**config.mk**
```make
export PLATFORM = sky130hd
export DESIGN_NAME = cic_core
export DESIGN_NICKNAME = d
export VERILOG_FILES = /design/src/cic_pkg.sv /design/src/cic_core.sv /design/src/cic_sync.sv /design/src/cic_timer1.sv
export SDC_FILE = /design/constraint.sdc
export NUM_CORES = 1
export LEC_CHECK = 0
export BUFFER_PORTS_ARGS = -buffer_cell sky130_fd_sc_hd__buf_4
export CAP_MARGIN = 25
export CORE_AREA = 3 3 96 98
export CTS_BUF_LIST = sky130_fd_sc_hd__clkbuf_4 sky130_fd_sc_hd__clkbuf_8 sky130_fd_sc_hd__clkbuf_16
export DETAILED_ROUTE_END_ITERATION = 10
export DIE_AREA = 0 0 99 101
export MAX_ROUTING_LAYER = met4
export PLACE_DENSITY = 0.71
export SYNTH_ARGS = -nofsm -noshare
export SYNTH_HDL_FRONTEND = slang
export SYNTH_SLANG_ARGS = --single-unit
```
**constraint.sdc**
```tcl
create_clock -name clk -period 2 [get_ports clk]
set_input_delay 0.1 -clock clk [delete_from_list [all_inputs] [get_ports clk]]
set_output_delay 0.1 -clock clk [all_outputs]
set_load 0.02 [all_outputs]
```
**src/cic_pkg.sv**
```systemverilog
// package: register map, field positions and reset values for the core interrupt control block
package cic_pkg;
  localparam logic [11:0] CIC_OFF_INTCTL = 12'h000;
  localparam logic [11:0] CIC_OFF_PFLAG1 = 12'h004;
  localparam logic [11:0] CIC_OFF_PEN1 = 12'h008;
  localparam logic [11:0] CIC_OFF_PRIO = 12'h00c;
  localparam logic [11:0] CIC_OFF_PORT_B_INPUT_READ = 12'h010;
  localparam logic [11:0] CIC_OFF_T1CNT = 12'h014;
  localparam logic [11:0] CIC_OFF_ISTAT = 12'h018;
  localparam logic [11:0] CIC_OFF_IMASK = 12'h01c;
  localparam int CIC_B_GATE_HI = 7;
  localparam int CIC_B_GATE_LO = 6;
  localparam int CIC_B_T0_EN = 5;
  localparam int CIC_B_INT0_EN = 4;
  localparam int CIC_B_RB_EN = 3;
  localparam int CIC_B_T0_FL = 2;
  localparam int CIC_B_INT0_FL = 1;
  localparam int CIC_B_RB_FL = 0;
  localparam int CIC_B_T1 = 0;
  localparam int CIC_B_PSCHEME = 0;
  localparam int CIC_B_T1_HIPRI = 1;
  localparam int CIC_B_T1_RUN = 2;
  localparam logic [7:0] CIC_RST_INTCTL = 8'h00;
  localparam logic [7:0] CIC_RST_BYTE = 8'h00;
  localparam logic [15:0] CIC_T1_MAX = 16'hffff;
  localparam logic [15:0] CIC_T1_RST = 16'h0000;
  localparam int CIC_NEVT = 5;
endpackage

```
**src/cic_core.sv**
```systemverilog
// core interrupt control block with apb register slave
//
// Our own choices: register access over APB and the register offsets.
module cic_core (
  input wire logic clk,
  input wire logic rst,
  input wire logic psel,
  input wire logic penable,
  input wire logic pwrite,
  input wire logic [11:0] paddr,
  input wire logic [31:0] pwdata,
  output logic [31:0] prdata,
  output logic pready,
  output logic pslverr,
  input wire logic timer0Overflow,
  input wire logic extInt0Pin,
  input wire logic [3:0] upperPortBPins,
  output logic irqHigh,
  output logic irqLow,
  output logic irq
);
  import cic_pkg::*;

  logic [7:0] intCtl_q;
  logic pFlag1_q;
  logic pEn1_q;
  logic [2:0] prio_q;
  logic [3:0] portbLatch_q;
  logic [CIC_NEVT-1:0] iStat_q;
  logic [CIC_NEVT-1:0] iMask_q;
  logic int0Prev_q;
  logic [31:0] prdata_q;
  logic [3:0] rbSync;
  logic int0Sync;
  logic [15:0] t1Count;
  logic t1Wrap;

  cic_sync #(.W(5)) uSync (
    .clk(clk),
    .rst(rst),
    .din({extInt0Pin, upperPortBPins}),
    .dout({int0Sync, rbSync})
  );

  wire access = psel && penable;
  wire wrEn = access && pwrite;
  wire rdEn = access && !pwrite;
  wire rdSetup = psel && !penable && !pwrite;
  wire selIntCtl = paddr == CIC_OFF_INTCTL;
  wire selPFlag1 = paddr == CIC_OFF_PFLAG1;
  wire selPEn1 = paddr == CIC_OFF_PEN1;
  wire selPrio = paddr == CIC_OFF_PRIO;
  wire selPortB = paddr == CIC_OFF_PORT_B_INPUT_READ;
  wire selT1 = paddr == CIC_OFF_T1CNT;
  wire selStat = paddr == CIC_OFF_ISTAT;
  wire selMask = paddr == CIC_OFF_IMASK;
  wire mapped = selIntCtl | selPFlag1 | selPEn1 | selPrio | selPortB | selT1 | selStat | selMask;
  wire [7:0] wByte = pwdata[7:0];

  assign pready = 1'b1;
  assign pslverr = access && !mapped;
  assign prdata = prdata_q;

  wire pScheme = prio_q[CIC_B_PSCHEME];
  wire t1HiPri = prio_q[CIC_B_T1_HIPRI];
  wire t1Run = prio_q[CIC_B_T1_RUN];

  cic_timer1 uTimer1 (
    .clk(clk),
    .rst(rst),
    .run(t1Run),
    .load(wrEn && selT1),
    .loadVal(pwdata[15:0]),
    .count_q(t1Count),
    .wrap(t1Wrap)
  );

  // mismatch against latched pins, port b read relatches
  wire rbMismatch = rbSync != portbLatch_q;
  wire portBRead = rdEn && selPortB;
  wire int0Rise = int0Sync && !int0Prev_q;

  wire t0Set = timer0Overflow;
  wire int0Set = int0Rise;
  wire rbSet = rbMismatch;
  wire intCtlWr = wrEn && selIntCtl;

  // flags set by hardware events and written by software, set wins over clear
  wire [7:0] intCtl_d = intCtlWr ? wByte : intCtl_q;
  wire [7:0] intCtlNext = {intCtl_d[7:3],
    intCtl_d[CIC_B_T0_FL] | t0Set,
    intCtl_d[CIC_B_INT0_FL] | int0Set,
    intCtl_d[CIC_B_RB_FL] | rbSet};

  wire pFlag1_d = (wrEn && selPFlag1 ? wByte[CIC_B_T1] : pFlag1_q) | t1Wrap;

  wire t0Act = intCtl_q[CIC_B_T0_EN] && intCtl_q[CIC_B_T0_FL];
  wire int0Act = intCtl_q[CIC_B_INT0_EN] && intCtl_q[CIC_B_INT0_FL];
  wire rbAct = intCtl_q[CIC_B_RB_EN] && intCtl_q[CIC_B_RB_FL];
  wire t1Act = pEn1_q && pFlag1_q;
  wire gateHi = intCtl_q[CIC_B_GATE_HI];
  wire gateLo = intCtl_q[CIC_B_GATE_LO];
  wire coreAct = t0Act | int0Act | rbAct;

  // master gate with priority scheme off
  // peripheral gate with priority scheme off
  wire legacyReq = gateHi && (coreAct || (gateLo && t1Act));
  // bit 7 gates high priority sources
  // bit 6 gates low priority peripheral sources
  wire hiReq = gateHi && (coreAct || (t1HiPri && t1Act));
  wire loReq = gateLo && !t1HiPri && t1Act;

  // request needs flag, enable and open gate
  assign irqHigh = pScheme ? hiReq : legacyReq;
  assign irqLow = pScheme && loReq;

  wire [CIC_NEVT-1:0] evt = {t1Wrap, rbSet, int0Set, t0Set, 1'b0} | {4'h0, irqHigh | irqLow};
  wire [CIC_NEVT-1:0] statClr = (wrEn && selStat) ? pwdata[CIC_NEVT-1:0] : '0;
  wire [CIC_NEVT-1:0] iStat_d = (iStat_q & ~statClr) | evt;
  assign irq = |(iStat_q & iMask_q);

  wire [31:0] rdMux = selIntCtl ? {24'h0, intCtl_q} :
    selPFlag1 ? {31'h0, pFlag1_q} :
    selPEn1 ? {31'h0, pEn1_q} :
    selPrio ? {29'h0, prio_q} :
    selPortB ? {28'h0, rbSync} :
    selT1 ? {16'h0, t1Count} :
    selStat ? {27'h0, iStat_q} :
    selMask ? {27'h0, iMask_q} : 32'h0;

  always_ff @(posedge clk) begin
    if (rst) begin
      intCtl_q <= CIC_RST_INTCTL;
      pFlag1_q <= 1'b0;
      pEn1_q <= 1'b0;
      prio_q <= 3'h0;
      iStat_q <= '0;
      iMask_q <= '0;
      int0Prev_q <= 1'b0;
      prdata_q <= 32'h0;
    end else begin
      intCtl_q <= intCtlNext;
      pFlag1_q <= pFlag1_d;
      if (wrEn && selPEn1) pEn1_q <= wByte[CIC_B_T1];
      if (wrEn && selPrio) prio_q <= wByte[2:0];
      if (wrEn && selMask) iMask_q <= pwdata[CIC_NEVT-1:0];
      iStat_q <= iStat_d;
      int0Prev_q <= int0Sync;
      if (rdSetup) prdata_q <= rdMux;
    end
  end

  // a port b read ends the mismatch
  always_ff @(posedge clk) begin
    if (rst) begin
      portbLatch_q <= 4'h0;
    end else if (portBRead) begin
      portbLatch_q <= rbSync;
    end
  end
endmodule

```
**src/cic_sync.sv**
```systemverilog
// two-flop synchroniser for pin inputs
module cic_sync #(
  parameter int W = 1
) (
  input wire logic clk,
  input wire logic rst,
  input wire logic [W-1:0] din,
  output logic [W-1:0] dout
);
  logic [W-1:0] meta_q;
  if (W < 1) begin : g_width_check
    $error("width must be positive");
  end
  always_ff @(posedge clk) begin
    if (rst) begin
      meta_q <= '0;
      dout <= '0;
    end else begin
      meta_q <= din;
      dout <= meta_q;
    end
  end
endmodule

```
**src/cic_timer1.sv**
```systemverilog
// 16-bit up counter with wrap pulse and software load
module cic_timer1 (
  input wire logic clk,
  input wire logic rst,
  input wire logic run,
  input wire logic load,
  input wire logic [15:0] loadVal,
  output logic [15:0] count_q,
  output logic wrap
);
  import cic_pkg::*;
  assign wrap = run && !load && (count_q == CIC_T1_MAX);
  always_ff @(posedge clk) begin
    if (rst) begin
      count_q <= CIC_T1_RST;
    end else if (load) begin
      count_q <= loadVal;
    end else if (run) begin
      count_q <= count_q + 16'h0001;
    end
  end
endmodule

```
# Word level (Yosys, flattened, before mapping)
# Index checks and enable logic that the tools add are counted.
dict set report classes {
  magnitude_cmp 0
  div_mod_pow 0
  n_shift 0
  eq_ne 9
  bitwise 19
  n_reduce_logical 39
  multipliers 0
  add_sub_neg 1
  n_mux 14
}
# op n
set ops {}
lappend ops {{two-way mux 16 bit} 8}
lappend ops {{equality test 12 x 5 -> 1 bit (second input constant)} 4}
lappend ops {{logical AND 1 bit} 28}
lappend ops {{equality test 12 x 4 -> 1 bit (second input constant)} 2}
lappend ops {{adder 16 x 1 -> 16 bit (second input constant)} 1}
lappend ops {{equality test 16 bit (second input constant)} 1}
lappend ops {{two-way mux 5 bit} 3}
lappend ops {{bitwise OR 1 bit} 14}
lappend ops {{equality test 12 x 3 -> 1 bit (second input constant)} 1}
lappend ops {{zero test 12 bit} 1}
lappend ops {{bitwise AND 5 bit} 2}
lappend ops {{zero test 1 bit} 6}
lappend ops {{NOT 5 bit} 1}
lappend ops {{bitwise OR 5 x 1 -> 5 bit} 1}
lappend ops {{bitwise OR 5 bit} 1}
lappend ops {{OR reduction 5 bit} 1}
lappend ops {{inequality test 4 bit} 1}
lappend ops {{two-way mux 3 bit} 1}
lappend ops {{logical OR 1 bit} 2}
lappend ops {{two-way mux 1 bit} 2}
lappend ops {{nonzero test 2 bit} 1}
dict set report word_totals {
  mem_bits_ro 0
  ramBits 0
  in_bits 55
  n_memories 0
  ff_bits 86
  latchBits 0
}

# Longest topological paths before layout
dict set report logic_depth {
  word_depth 10
  depth_mapped 7
}

# Cells and area by module
# From an unflattened synthesis, not the netlist that was laid out.
dict set report unflattened {
  cells_unflattened 398
  hier_area_um2 3523.4
}
# mod cells_each instances area_each_um2
set modules_own_cells {}
lappend modules_own_cells {cic_core 262 1 2283.4}
lappend modules_own_cells {cic_timer1 116 1 977.2}
lappend modules_own_cells {cic_sync 20 1 262.8}

# Worst setup path after synthesis
# No wires, ideal clock.
dict set report synth_path {
  path_type {flip-flop to flip-flop}
  from {reg prio_q[2]}
  to {reg uTimer1.count_q[11]}
  slack_ns 0.407
  t_arrival_ns 1.507
  path_stages_with_launch 8
  n_path_buf 2
  period_less_slack_ns 1.593
  cell_sequence {dfxtp_1 buf_2 and4_1 clkbuf_1 and3_1 and4_1 xnor2_1 a211oi_1}
}
dict set report synth_via {
  elab_chain_cells 1
}
# element line_no
set synth_rtl {}
lappend synth_rtl {{from (decl)} cic_core.sv:27} ;# logic [2:0] prio_q;
lappend synth_rtl {{from (signal assigned)} cic_core.sv:145} ;# if (wrEn && selPrio) prio_q <= wByte[2:0];
lappend synth_rtl {{nonzero test 2 bit (no line)} n/a}
lappend synth_rtl {{to (signal assigned)} cic_timer1.sv:17} ;# count_q <= loadVal;
lappend synth_rtl {{to (signal assigned)} cic_timer1.sv:19} ;# count_q <= count_q + 16'h0001;
lappend synth_rtl {{to (decl)} cic_timer1.sv:8} ;# output logic [15:0] count_q,
# No other way between the ends.
# A chain may end at the register's enable or synchronous reset.

# Worst setup path in the final report
dict set report layout_path {
  from {reg intCtl_q[2]}
  to {out irqHigh}
}
dict set report layout_via {
  elab_chain_cells 6
  elab_cells_between_ends 8
  classes_between {mux: 1; bitwise: 2; reduce/logical: 5}
}
# element line_no
set layout_rtl {}
lappend layout_rtl {{from (decl)} cic_core.sv:24} ;# logic [7:0] intCtl_q;
lappend layout_rtl {{from (signal assigned)} cic_core.sv:142} ;# intCtl_q <= intCtlNext;
lappend layout_rtl {{logical AND 1 bit *} cic_core.sv:97} ;# wire t0Act = intCtl_q[CIC_B_T0_EN] && intCtl_q[CIC_B_T0_FL];
lappend layout_rtl {{bitwise OR 1 bit * (2 in a row)} cic_core.sv:103} ;# wire coreAct = t0Act | int0Act | rbAct;
lappend layout_rtl {{logical OR 1 bit (on tied branches)} {cic_core.sv:107, cic_core.sv:110}}
lappend layout_rtl {{logical AND 1 bit (on tied branches)} {cic_core.sv:107, cic_core.sv:110}}
lappend layout_rtl {{two-way mux 1 bit *} cic_core.sv:114} ;# assign irqHigh = pScheme ? hiReq : legacyReq;
lappend layout_rtl {{to (decl)} cic_core.sv:18} ;# output logic irqHigh,
# Every way passes the cells marked *; elsewhere a longest branch is shown, timed or not.

==> impl_metrics.ini <==
[setup_path]
cp-end-kind = output port
worstSetupStartpointType = flip-flop
max_stage_delay_ns = 0.35
critPathKind = flip-flop to output port
crit_arrival_ns = 1.52
crit_fanout = 3
crit_chain = a222oi_1 -> o21ai_0 -> and2_1 -> buf_4
critPathBufInv = 1
crit_family = compound AO/OA/AOI/OAI gates
reg2reg_slack_ns = 0.40
required_ns = 1.90
slowest_stage = dfxtp_1

[die]
ios = 92
core_area_um2 = 8550
fp.dieH_um = 101
fp.dieW_um = 99
initial_core_util = 0.390
rows = 34
die-area_um2 = 10000

[detailed_routing]
drt_wl_total_um = 7900
ant_nets = 0
wl_per_cell_um = 14.5
first_iter_violations = 179
first_pass_iters = 5
viasPerCell = 5.28
vias = 2872
drc = 0

[power]
p_clk_frac = 0.405
seqPwrFrac = 0.507
p_leak_nw = 1.65
p_comb_frac = 0.088
swShare = 0.241
p_per_area_nw_per_um2 = 689
p_sw_mw = 0.684
power.internal_mw = 2.15
irDropWorstVdd_v = 0.000304
p_total_mw = 2.83

[cells_and_area]
mostFrequentLayoutCells = 70 x dfxtp_1, 70 x buf_4, 40 x nor2_1, 22 x a21oi_1, 20 x nand2_1
layout-drive-gt1-share = 0.229
nNetsFinal = 487
final_cell_count_no_fill = 544
syn2layout_area_growth_pct = 23.1
num_antenna_cells = 0
final_cell_area_um2 = 4110

[worst_hold_path]
hold_class = primary input to flip-flop

[sta]
finalClockSkew_ns = 0.00940
setup_violations = 0
worstMarginPinSlew_ns = 0.555
tns_ns = 0
fin_crit_ns = 1.62
max_freq_ghz = 0.616
hold_violations = 0
fin_crit_sh = 0.812
rsz0062_at_grt = no
slew_headroom = 0.629
worst_slack_ns = 0.377
final_max_slew_viol_count = 0

[clock_tree]
clk_pin_slew_ns = 0.07
clk_path_buf_depth = 2
cts_tree = done
cts_buffers = 9
clock_latency_ns = 0.34
cts_sinks = 70
ctsRootBufferMaster = clkbuf_8
cts_max_level = 3

[run]
cap_violations = 0

[grt]
overflow = 0
grt_pass1_vias = 2676
grt_use_total = 0.166
antenna_found_initial = 0
grt_max_degree = 47
grt_pass1_wl_um = 13000

[yosys]
syn_inst = 365
synth.avg_cell_area_um2 = 9.14
syn_area_um2 = 3340
ys_seq_area_frac = 0.420
ys_ff_latch = 70
synth.distinct_cells = 45
yosysWarnings = 0

[place]
gp_congestion = 0.888
dpl.cell_count = 523
hpwlAfterDp_um = 5850
port-buffer-count = 58
pre_cts_slack_ns = 0.226
placed_cell_area_um2 = 3850

[outcome]
outcome = complete, no violations
## per-stage QoR
stage / utilization / hold slack (ns)
4_1_cts: 0.481 / 0.00425
6_report: 0.481 / 0.0133
3_5_place_dp: 0.451 / 0.320
2_1_floorplan: - / 0.228
5_1_grt: 0.481 / 0.0180
3_3_place_gp: 0.451 / 0.316
## logic make-up (layout without fill, tap and decap cells)
family,Yosys count,in the layout,synth area share
DFF,70,70,0.420
buffers and inverters,45,101,0.0709
xor gates and xnor gates,19,19,0.0499
adders and majority gates,1,1,0.00375
and+or+nand+nor,129,129,0.223
muxes,22,22,0.0817
other,2,17,0.00225
AOI/OAI and AO/OA,77,77,0.148
## cell usage after synthesis
cell / number / share of area
nor4b_2: 1 / 0.0045
a21o_1: 1 / 0.0023
nor3_4: 1 / 0.0049
mux4_2: 4 / 0.027
ha_1: 1 / 0.0037
or3b_2: 1 / 0.0026
and2_1: 1 / 0.0019
xor2_1: 13 / 0.034
and3_1: 5 / 0.0094
inv_1: 10 / 0.011
a22oi_1: 1 / 0.0023
a222oi_1: 2 / 0.0060
o22ai_1: 1 / 0.0019
nand3b_1: 1 / 0.0023
a211oi_1: 17 / 0.038
nor2b_1: 12 / 0.022
nor3_1: 9 / 0.013
clkbuf_1: 15 / 0.017
nor2_1: 40 / 0.045
and4_1: 4 / 0.010
nand4_1: 10 / 0.019
nor4_1: 3 / 0.0056
or4_1: 1 / 0.0023
nand2b_1: 5 / 0.0094
a22o_1: 8 / 0.021
o21ai_0: 19 / 0.028
buf_2: 3 / 0.0045
xnor2_1: 6 / 0.016
conb_1: 2 / 0.0023
nor4_4: 3 / 0.019
nand2_1: 20 / 0.022
nor4_2: 1 / 0.0037
nand4b_1: 1 / 0.0026
a221oi_1: 5 / 0.013
nor3b_1: 1 / 0.0023
nand4_4: 1 / 0.0064
buf_4: 17 / 0.038
a21oi_1: 22 / 0.033
mux2_2: 2 / 0.0067
or3b_1: 1 / 0.0026
or3_1: 2 / 0.0037
mux2i_1: 16 / 0.048
nand3_1: 5 / 0.0075
a31oi_1: 1 / 0.0019
dfxtp_1: 70 / 0.42
## worst paths after layout
| path | start | endpoint | depth (start not counted) |
|---|---|---|---|
| hold reg to reg | uSync.meta_q[1] | uSync.dout[1] | 1 |
| setup reg to reg | uTimer1.count_q[3] | uTimer1.count_q[11] | 5 |
| hold / removal | pwdata[6] | intCtl_q[6] | 3 |
| setup / recovery | intCtl_q[2] | irqHigh | 4 |
## per-layer routing
metal / vias up / part of all wire / global-route usage / routed length [um]
li1: 1413 / - / - / -
met1: 1326 / 0.44 / 0.213 / 3480
met2: 121 / 0.48 / 0.259 / 3760
met3: 12 / 0.070 / 0.0388 / 554
met4: 0 / 0.014 / 0.0525 / 110
met5: - / 0 / - / 0
## registers in the layout, indices dropped and copies added (netlist names), 4 cells and up
register / count
uTimer1.count_q: 16
iStat_q: 5
intCtl_q: 8
prdata: 16
uSync.dout: 5
portbLatch_q: 4
iMask_q: 5
uSync.meta_q: 5
## repair_timing
item                                   CTS  global route
buffers inserted                         0             0
hold buffers                             5             0
gates resized for setup                  0             0
endpoints found under the hold margin    5             0
## worst register-to-register path, delay by kind of cell (launching register included)
| kind | cells | cell delay [ns] |
|---|---|---|
| DFF | 1 | 0.44 |
| xor gates and xnor gates | 1 | 0.06 |
| and+or+nand+nor | 3 | 0.77 |
| AOI/OAI and AO/OA | 1 | 0.23 |
## power by group through the flow
stage,Sequential (mW),Combinational [mW],Clock [mW]
final,1.43,0.249,1.15
after global routing,1.44,0.272,1.24
after CTS,1.43,0.249,1.17
after detailed placement,1.47,0.241,0
after global placement,1.47,0.238,0
after floorplan,1.47,0.149,0
## layout make-up
type / instances / area (um2)
multi-input combinational: 265 / 1760
timing repair buffer: 75 / 576
sequential: 70 / 1400
clock inverter: 5 / 58.8
tap: 108 / 135
fill: 785 / 4440
clock buffer: 11 / 145
inverter: 10 / 37.5
Power figures use the tool's default switching activity.
